<file path="config.mk">
export PLATFORM = sky130hd
export DESIGN_NAME = sleep_wake_ctrl
export DESIGN_NICKNAME = d
export VERILOG_FILES = /design/src/design/sleep_pkg.sv /design/src/design/sleep_wake_ctrl.sv
export SDC_FILE = /design/constraint.sdc
export NUM_CORES = 1
export LEC_CHECK = 0
export BUFFER_PORTS_ARGS = -buffer_cell sky130_fd_sc_hd__buf_2
export CELL_PAD_IN_SITES_DETAIL_PLACEMENT = 0
export CELL_PAD_IN_SITES_GLOBAL_PLACEMENT = 1
export CORE_MARGIN = 3
export CORE_UTILIZATION = 30
export DETAILED_ROUTE_END_ITERATION = 10
export PLACE_DENSITY_LB_ADDON = 0.1
export SYNTH_ARGS = -nofsm -noshare
export SYNTH_HDL_FRONTEND = slang
export SYNTH_SLANG_ARGS = --single-unit
export TNS_END_PERCENT = 20
</file>
<file path="constraint.sdc">
create_clock -name CLK -period 2.1 [get_ports CLK]
set_input_delay 0.105 -clock CLK [delete_from_list [all_inputs] [get_ports CLK]]
set_output_delay 0.105 -clock CLK [all_outputs]
set_load 0.005 [all_outputs]
</file>
<file path="src/design/sleep_pkg.sv">
// Constants for the processor sleep and wake-up controller.
// Assumes a single 50 MHz system clock and synchronous reset.
package sleep_pkg;
    localparam int unsigned CLK_HZ = 50_000_000;

    // Avalon-MM register map, byte addresses
    localparam logic [3:0] ADDR_SYSTEM_CONTROL_REG = 4'h0;
    localparam logic [3:0] ADDR_STATUS  = 4'h4;
    localparam logic [3:0] ADDR_MASKS   = 4'h8;
    localparam logic [3:0] ADDR_TIMING  = 4'hC;

    // system_control_reg fields
    localparam int unsigned SLEEP_ON_EXIT_BIT  = 1;
    localparam int unsigned DEEP_SLEEP_BIT     = 2;
    localparam int unsigned PEND_WAKES_EVT_BIT = 4;
    localparam logic [31:0] SYSTEM_CONTROL_REG_RESET      = 32'h0000_0000;
    localparam logic [31:0] SYSTEM_CONTROL_REG_WMASK      = 32'h0000_0016;

    // Mask register fields
    localparam int unsigned INT_MASK_BIT = 0;
    localparam int unsigned ESC_MASK_BIT = 1;

    // Status register fields
    localparam int unsigned ST_LIGHT_BIT   = 0;
    localparam int unsigned ST_DEEP_BIT    = 1;
    localparam int unsigned ST_BY_WFE_BIT  = 2;
    localparam int unsigned ST_RESTORE_BIT = 3;
    localparam int unsigned ST_WAKES_LSB   = 8;

    // Deep-sleep restore time
    localparam int unsigned RESTORE_US     = 10;
    localparam int unsigned RESTORE_CYCLES = (RESTORE_US * (CLK_HZ / 1_000_000));
    localparam int unsigned RESTORE_W      = 16;

    typedef enum logic [2:0] {
        ST_RUN,
        ST_LIGHT,
        ST_DEEP,
        ST_RESTORE
    } sleep_state_e;
endpackage

</file>
<file path="src/design/sleep_wake_ctrl.sv">
// Sleep and wake-up controller: decides light/deep sleep entry and exit.
// Assumes the core pipeline pulses instruction strobes and the interrupt
// controller gives level wake conditions, all on CLK.
// Operation
// Light sleep gates the core clock, system clock keeps running.
// Deep sleep stops system clock, powers off PLL and flash.
// deep_sleep_select bit chooses light or deep sleep.
// wait_interrupt_op sleeps at once unless a wake condition already holds.
// wait_event_op with event latch 0 stops execution and sleeps.
// wait_event_op with latch 1 clears it and continues.
// send_event_op sets the event latch.
// Software has no register path to the event latch.
// sleep_on_exit_enable sleeps after the last handler returns.
// Interrupt or exit sleep wakes only on an entry-worthy exception.
// Masked interrupt of higher priority wakes; entry waits for unmask.
// Event sleep wakes on an entry-worthy exception.
// pending_wakes_event makes each new pending interrupt wake event sleep.
// Spurious wakes, like debug, are allowed; software resleeps.
// Deep wake restores clock, PLL and flash before fetch resumes.
//
// The Avalon-MM register port and the register offsets were decided locally.
module sleep_wake_ctrl #(
    parameter int unsigned RESTORE_COUNT = sleep_pkg::RESTORE_CYCLES
) (
    // Clock and synchronous reset
    input  wire logic        CLK,
    input  wire logic        RST,

    // Avalon-MM register port
    input  wire logic [3:0]  AVS_ADDRESS,
    input  wire logic        AVS_READ,
    input  wire logic        AVS_WRITE,
    input  wire logic [31:0] AVS_WRITEDATA,
    input  wire logic [3:0]  AVS_BYTEENABLE,
    output logic [31:0]      AVS_READDATA,
    output logic             AVS_WAITREQUEST,

    // Core pipeline strobes, one cycle each
    input  wire logic        WAIT_INTERRUPT_OP,
    input  wire logic        WAIT_EVENT_OP,
    input  wire logic        SEND_EVENT_OP,
    input  wire logic        LAST_HANDLER_EXIT,

    // Interrupt controller wake conditions
    input  wire logic        EXC_ENTRY_READY,
    input  wire logic        IRQ_ENABLED_HIGHER,
    input  wire logic        NEW_PENDING_IRQ,
    input  wire logic        DEBUG_WAKE,

    // Clock, power and core controls
    output logic             CORE_HALT,
    output logic             CORE_CLK_EN,
    output logic             SYS_CLK_EN,
    output logic             PLL_PWR_EN,
    output logic             FLASH_PWR_EN,
    output logic             HANDLER_ENTRY_OK,
    output logic             EVENT_LATCH
);
    import sleep_pkg::*;

    typedef struct packed {
        // Sleep machine, event latch, software state
        sleep_state_e          state;
        logic                  by_wfe;
        logic                  evt;
        logic [31:0]           system_control_reg;
        logic [1:0]            masks;
        logic [RESTORE_W-1:0]  cnt;
        logic [7:0]            wakes;
        // Bus answer
        logic                  ack;
        logic                  waitreq;
        logic [31:0]           rdata;
        // Registered outputs
        logic                  halt;
        logic                  core_clk;
        logic                  sys_clk;
        logic                  pll;
        logic                  flash;
        logic                  entry_ok;
    } regs_s;

    regs_s q;
    regs_s d;

    // Decoded configuration and wake terms
    logic        deep_sel;
    logic        int_mask;
    logic        esc_mask;
    logic        pend_evt_en;
    logic        pend_evt;
    logic        irq_wake;
    logic        evt_wake;
    // Sleep machine steps
    logic        wfi_enter;
    logic        wfe_skip;
    logic        wfe_enter;
    logic        exit_enter;
    logic        go_sleep;
    logic        wake;
    logic        restore_done;
    // Bus decode
    logic        req;
    logic        acc;
    logic        wr_take;
    logic        rd_acc;
    logic [31:0] wmask;
    logic [31:0] status;

    always_comb begin
        d = q;

        // Configuration and mask bits in use
        deep_sel    = q.system_control_reg[DEEP_SLEEP_BIT];
        pend_evt_en = q.system_control_reg[PEND_WAKES_EVT_BIT];
        int_mask    = q.masks[INT_MASK_BIT];
        esc_mask    = q.masks[ESC_MASK_BIT];

        // masked interrupt wakes
        irq_wake = EXC_ENTRY_READY || (int_mask && !esc_mask && IRQ_ENABLED_HIGHER);
        // pending event wake
        pend_evt = pend_evt_en && NEW_PENDING_IRQ;
        evt_wake = irq_wake || pend_evt;

        // Entry requests, acted on only while running
        wfi_enter  = WAIT_INTERRUPT_OP && !irq_wake;
        wfe_skip   = WAIT_EVENT_OP && q.evt;
        wfe_enter  = WAIT_EVENT_OP && !q.evt && !evt_wake;
        exit_enter = q.system_control_reg[SLEEP_ON_EXIT_BIT] && LAST_HANDLER_EXIT && !irq_wake;
        go_sleep   = 1'b0;
        wake       = 1'b0;
        // Counter end, held against the parameter
        restore_done = (q.cnt >= RESTORE_W'(RESTORE_COUNT - 1));

        // latch has no bus path; R7 send sets latch
        if (SEND_EVENT_OP || pend_evt) begin
            d.evt = 1'b1;
        end

        unique case (q.state)
            ST_RUN: begin
                // wait-interrupt entry
                if (wfi_enter) begin
                    go_sleep = 1'b1;
                    d.by_wfe = 1'b0;
                end else if (wfe_skip) begin
                    // consume latch; only a send event in the same cycle keeps it set
                    d.evt = SEND_EVENT_OP;
                end else if (wfe_enter) begin
                    // event sleep entry
                    go_sleep = 1'b1;
                    d.by_wfe = 1'b1;
                end else if (exit_enter) begin
                    // sleep after last handler
                    go_sleep = 1'b1;
                    d.by_wfe = 1'b0;
                end
                // Every entry path lands here
                if (go_sleep) begin
                    // mode select
                    if (deep_sel) begin
                        d.state = ST_DEEP;
                    end else begin
                        d.state = ST_LIGHT;
                    end
                end
            end

            ST_LIGHT, ST_DEEP: begin
                // wake conditions
                if (q.by_wfe) begin
                    wake = evt_wake;
                end else begin
                    wake = irq_wake;
                end
                // spurious debug wake
                if (DEBUG_WAKE) begin
                    wake = 1'b1;
                end
                // Pending event that ends event sleep is used up
                if (q.by_wfe && pend_evt && !irq_wake) begin
                    d.evt = 1'b0;
                end
                if (wake) begin
                    d.wakes = q.wakes + 8'h01;
                    if (q.state == ST_DEEP) begin
                        d.state = ST_RESTORE;
                        d.cnt   = '0;
                    end else begin
                        d.state = ST_RUN;
                    end
                end
            end

            ST_RESTORE: begin
                // hold core until restored
                if (restore_done) begin
                    d.state = ST_RUN;
                    d.cnt   = '0;
                end else begin
                    d.cnt = q.cnt + RESTORE_W'(1);
                end
            end

            // Only reachable by an upset of the state bits
            default: begin
                d.state = ST_RUN;
            end
        endcase

        // Outputs follow the next state, so they flip with it
        d.halt     = 1'b1;
        d.core_clk = 1'b0;
        d.sys_clk  = 1'b1;
        d.pll      = 1'b1;
        d.flash    = 1'b1;
        d.entry_ok = 1'b0;
        unique case (d.state)
            ST_RUN: begin
                d.halt     = 1'b0;
                // core clock runs only in run
                d.core_clk = 1'b1;
                // handler entry waits for unmask
                d.entry_ok = !int_mask;
            end

            ST_LIGHT: begin
                // light sleep keeps system clock
                d.sys_clk  = 1'b1;
            end

            ST_DEEP: begin
                // deep sleep stops clock, PLL, flash
                d.sys_clk  = 1'b0;
                d.pll      = 1'b0;
                d.flash    = 1'b0;
            end

            ST_RESTORE: begin
                // power back on, core still held
                d.sys_clk  = 1'b1;
            end

            default: begin
                d.halt     = 1'b1;
            end
        endcase

        // Avalon slave: waitrequest idles high, drops for one answering cycle
        req       = AVS_READ || AVS_WRITE;
        acc       = req && !q.ack;
        wr_take   = AVS_WRITE && q.ack;
        rd_acc    = acc && AVS_READ;
        d.ack     = acc;
        d.waitreq = !acc;

        // Byte lanes to bit mask
        for (int b = 0; b < 4; b++) begin
            wmask[8*b +: 8] = {8{AVS_BYTEENABLE[b]}};
        end

        // Status view of the sleep machine
        status                     = 32'h0000_0000;
        status[ST_LIGHT_BIT]       = (q.state == ST_LIGHT);
        status[ST_DEEP_BIT]        = (q.state == ST_DEEP);
        status[ST_BY_WFE_BIT]      = q.by_wfe;
        status[ST_RESTORE_BIT]     = (q.state == ST_RESTORE);
        status[ST_WAKES_LSB +: 8]  = q.wakes;

        // Write lands on the edge that sees waitrequest low
        if (wr_take) begin
            unique case (AVS_ADDRESS)
                ADDR_SYSTEM_CONTROL_REG: begin
                    d.system_control_reg = (q.system_control_reg & ~(wmask & SYSTEM_CONTROL_REG_WMASK))
                              | (AVS_WRITEDATA & wmask & SYSTEM_CONTROL_REG_WMASK);
                end
                ADDR_MASKS: begin
                    if (AVS_BYTEENABLE[0]) begin
                        d.masks = AVS_WRITEDATA[1:0];
                    end
                end
                // Status, timing and holes ignore writes
                default: begin
                end
            endcase
        end

        // Read data stand only in the answering cycle
        d.rdata = 32'h0000_0000;
        if (rd_acc) begin
            unique case (AVS_ADDRESS)
                ADDR_SYSTEM_CONTROL_REG: begin
                    d.rdata = q.system_control_reg;
                end
                ADDR_STATUS: begin
                    d.rdata = status;
                end
                ADDR_MASKS: begin
                    d.rdata = {30'h0, q.masks};
                end
                ADDR_TIMING: begin
                    d.rdata = 32'(RESTORE_COUNT);
                end
                default: begin
                    d.rdata = 32'h0000_0000;
                end
            endcase
        end
    end

    // Synchronous reset; no clock enable anywhere
    always_ff @(posedge CLK) begin
        if (RST) begin
            // Running, clocks and power on, bus idle
            q          <= '0;
            q.state    <= ST_RUN;
            q.by_wfe   <= 1'b0;
            q.evt      <= 1'b0;
            q.system_control_reg  <= SYSTEM_CONTROL_REG_RESET;
            q.masks    <= 2'h0;
            q.cnt      <= '0;
            q.wakes    <= 8'h00;
            q.ack      <= 1'b0;
            q.waitreq  <= 1'b1;
            q.rdata    <= 32'h0000_0000;
            q.halt     <= 1'b0;
            q.core_clk <= 1'b1;
            q.sys_clk  <= 1'b1;
            q.pll      <= 1'b1;
            q.flash    <= 1'b1;
            q.entry_ok <= 1'b1;
        end else begin
            q <= d;
        end
    end

    // Every output straight from its register
    assign AVS_READDATA     = q.rdata;
    assign AVS_WAITREQUEST  = q.waitreq;
    assign CORE_HALT        = q.halt;
    assign CORE_CLK_EN      = q.core_clk;
    assign SYS_CLK_EN       = q.sys_clk;
    assign PLL_PWR_EN       = q.pll;
    assign FLASH_PWR_EN     = q.flash;
    assign HANDLER_ENTRY_OK = q.entry_ok;
    assign EVENT_LATCH      = q.evt;
endmodule

</file>
==> flow_summary.json <==
{
  "hold_start": "AVS_WRITEDATA[2]",
  "post_cts_resized": 0,
  "rows": 32,
  "worstSkewPairLatency_ns": 0.32,
  "grtUsageTotal": 0.110,
  "setup_viol": 0,
  "synthCells": 279,
  "fin_skew_ns": 0.0131,
  "htree_levels": 2,
  "r2r_start": "esc_mask",
  "first_pass_iters": 4,
  "cts-hold-fix-buffers": 0,
  "reg2reg_slack_ns": 0.16,
  "clk_pin_slew_worst_paths_ns": 0.11,
  "die_area_sq_mm": 0.00937,
  "async_reset_ff_frac": 0,
  "cts_root_buf": "clkbuf_8",
  "route.detailed.drc": 0,
  "hp-class": "primary input to register",
  "hold_path_depth": 3,
  "drv_slew": 0,
  "leakagePower_nw": 1.17,
  "start_util": 0.315,
  "final.min_clock_period_ns": 1.94,
  "synth_cell_types": 46,
  "cts_tree": "done",
  "maxCapViolCount": 0,
  "crit_path_start_kind": "register",
  "synth_ff_type": "dfxtp_1",
  "coreArea_sq_mm": 0.00785,
  "end_kind": "register",
  "synth_area_leaders": "dfxtp_1, buf_4, nor2_1",
  "drive_above_1_share": 0.215,
  "status": "complete, no violations",
  "synth_warnings": 0,
  "yosysSeqAreaShare": 0.437,
  "rr_endpoint": "CORE_HALT",
  "diodes": 0,
  "crit_arrival_ns": 2.21,
  "synth_edf_count": 0,
  "synth_area_sq_mm": 0.00247,
  "clock.fmax_mhz": 515,
  "clkSinkCount": 54,
  "pin_count": 92,
  "final_cell_count_no_fill": 418,
  "criticalPathCategory": "register to register",
  "numPortBuffers": 44,
  "cp_data_required_time_ns": 2.37,
  "post-route-period-util": 0.924,
  "synth.avg_cell_area_sq_um": 8.86,
  "yosysMostFrequentCell": "dfxtp_1",
  "place_inst": 410,
  "antenna_left": 0,
  "grt_pass1_vias": 1741,
  "dp_hpwl_um": 3860,
  "dieWidth_um": 96.8,
  "yosys.area.top_type_share": 0.437,
  "routed_wl_um": 5070,
  "vias": 1901,
  "finalHoldViolations": 0,
  "cts_setup_buffers": 0,
  "grt_max_degree": 21,
  "r2r_cells": 5,
  "drt-initial-drc-count": 81,
  "avgViaCountPerCell": 4.55,
  "clk_path_buf_depth": 2,
  "synth_top_area_cell": "dfxtp_1",
  "antenna_found_initial": 0,
  "gp_congestion": 0.738,
  "overflow": 0,
  "tns_ns": 0,
  "area.growth.synth_to_final_pct": 11.9,
  "die_y_um": 96.8,
  "grt_pass1_wl_um": 8430,
  "ys_ff_latch": 54,
  "fin_nets": 369,
  "critical_path.max_fanout": 5,
  "wl_per_cell_um": 12.1,
  "synth_commonest_cells": "dfxtp_1, nor2_1, buf_4",
  "rsz0062_at_grt": "false",
  "power.density_mw_per_mm2": 637,
  "cts_inserted_buffers": 5,
  "ir_drop_v": 0.000226
}
[worst max-delay path: stages, from the launching register on]
cell and delay, ns:
dfxtp_1 0.36, and3b_1 0.20, or2_4 0.25, or4_4 0.55, a311oi_4 0.40, or2_1 0.16
[final cells by class]
cell class / count / area (sq um)
Clock buffer: 5 / 68.8
Clock inverter: 3 / 28.8
Fill cell: 862 / 5080
Inverter: 10 / 37.5
Multi-Input combinational cell: 189 / 1120
Sequential cell: 54 / 1080
Tap cell: 102 / 128
Timing Repair Buffer: 55 / 303
[stage by stage]
step	util	cell area, sq um	worst slack, ns	power (mW)	hold WS [ns]
CTS	0.353	2770	0.158	1.81	0.00957
finish	0.353	2770	0.159	1.76	0.0216
detailed placement	0.340	2670	0.166	1.16	0.345
global placement	0.340	2670	0.200	1.16	0.343
global route	0.353	2770	0.0608	1.86	0.0226
floorplan	-	2530	0.208	1.14	0.189
[report_power, final]
group	switching [mW]	leakage [nW]	internal (mW)
sequential	0.00534	0.437	1.03
clock	0.374	0.0506	0.250
combinational	0.0618	0.683	0.0390
[state kept, by name (all words and copies together), names as in the netlist, named ones only]
name,count
HANDLER_ENTRY_OK,1
CORE_HALT,1
AVS_WAITREQUEST,1
CORE_CLK_EN,1
esc_mask,1
int_mask,1
q,29
SYS_CLK_EN,1
EVENT_LATCH,1
AVS_READDATA,14
[layer usage]
metal	up-vias	routed length [um]	part of all wire	track usage
li1	987	-	-	-
met5	-	0	0	0
met1	861	2490	0.49	0.145
met3	2	264	0.052	0.0296
met2	51	2280	0.45	0.173
met4	0	37	0.0073	0.0389
[worst max path at each step]
stage,cells after the start,start,slack [ns],end
finish,5,esc_mask,0.16,CORE_HALT
floorplan,6,esc_mask,0.21,CORE_CLK_EN
global route,6,esc_mask,0.06,CORE_HALT
CTS,5,esc_mask,0.16,CORE_CLK_EN
global placement,5,esc_mask,0.20,CORE_CLK_EN
detailed placement,5,esc_mask,0.17,CORE_HALT
[cells by family (layout without fill, tap and decap cells)]
| family | Yosys count | count (layout) | share of synthesized area |
|---|---|---|---|
| AO/OA/AOI/OAI | 34 | 34 | 0.0977 |
| XOR/XNOR | 13 | 13 | 0.0461 |
| adder cells (fa/ha/maj) | 2 | 2 | 0.0101 |
| buffers and inverters | 52 | 73 | 0.134 |
| flip-flops | 54 | 54 | 0.437 |
| multiplexers | 7 | 7 | 0.0283 |
| other | 1 | 17 | 0.00152 |
| AND/OR/NAND/NOR | 116 | 116 | 0.245 |
[placed cells by master, fill, tap and decap left out, types with 7 or more instances in the layout]
cell type  instances
nor2_1            42
nand2_1           13
mux2i_1            7
buf_4             11
and2_1             9
dfxtp_1           54
inv_1             10
nand3_1            8
or3_1              7
conb_1            17
xnor2_1            7
buf_2             44
a21oi_1           13
Note: power is estimated with default switching activity, not from simulation.
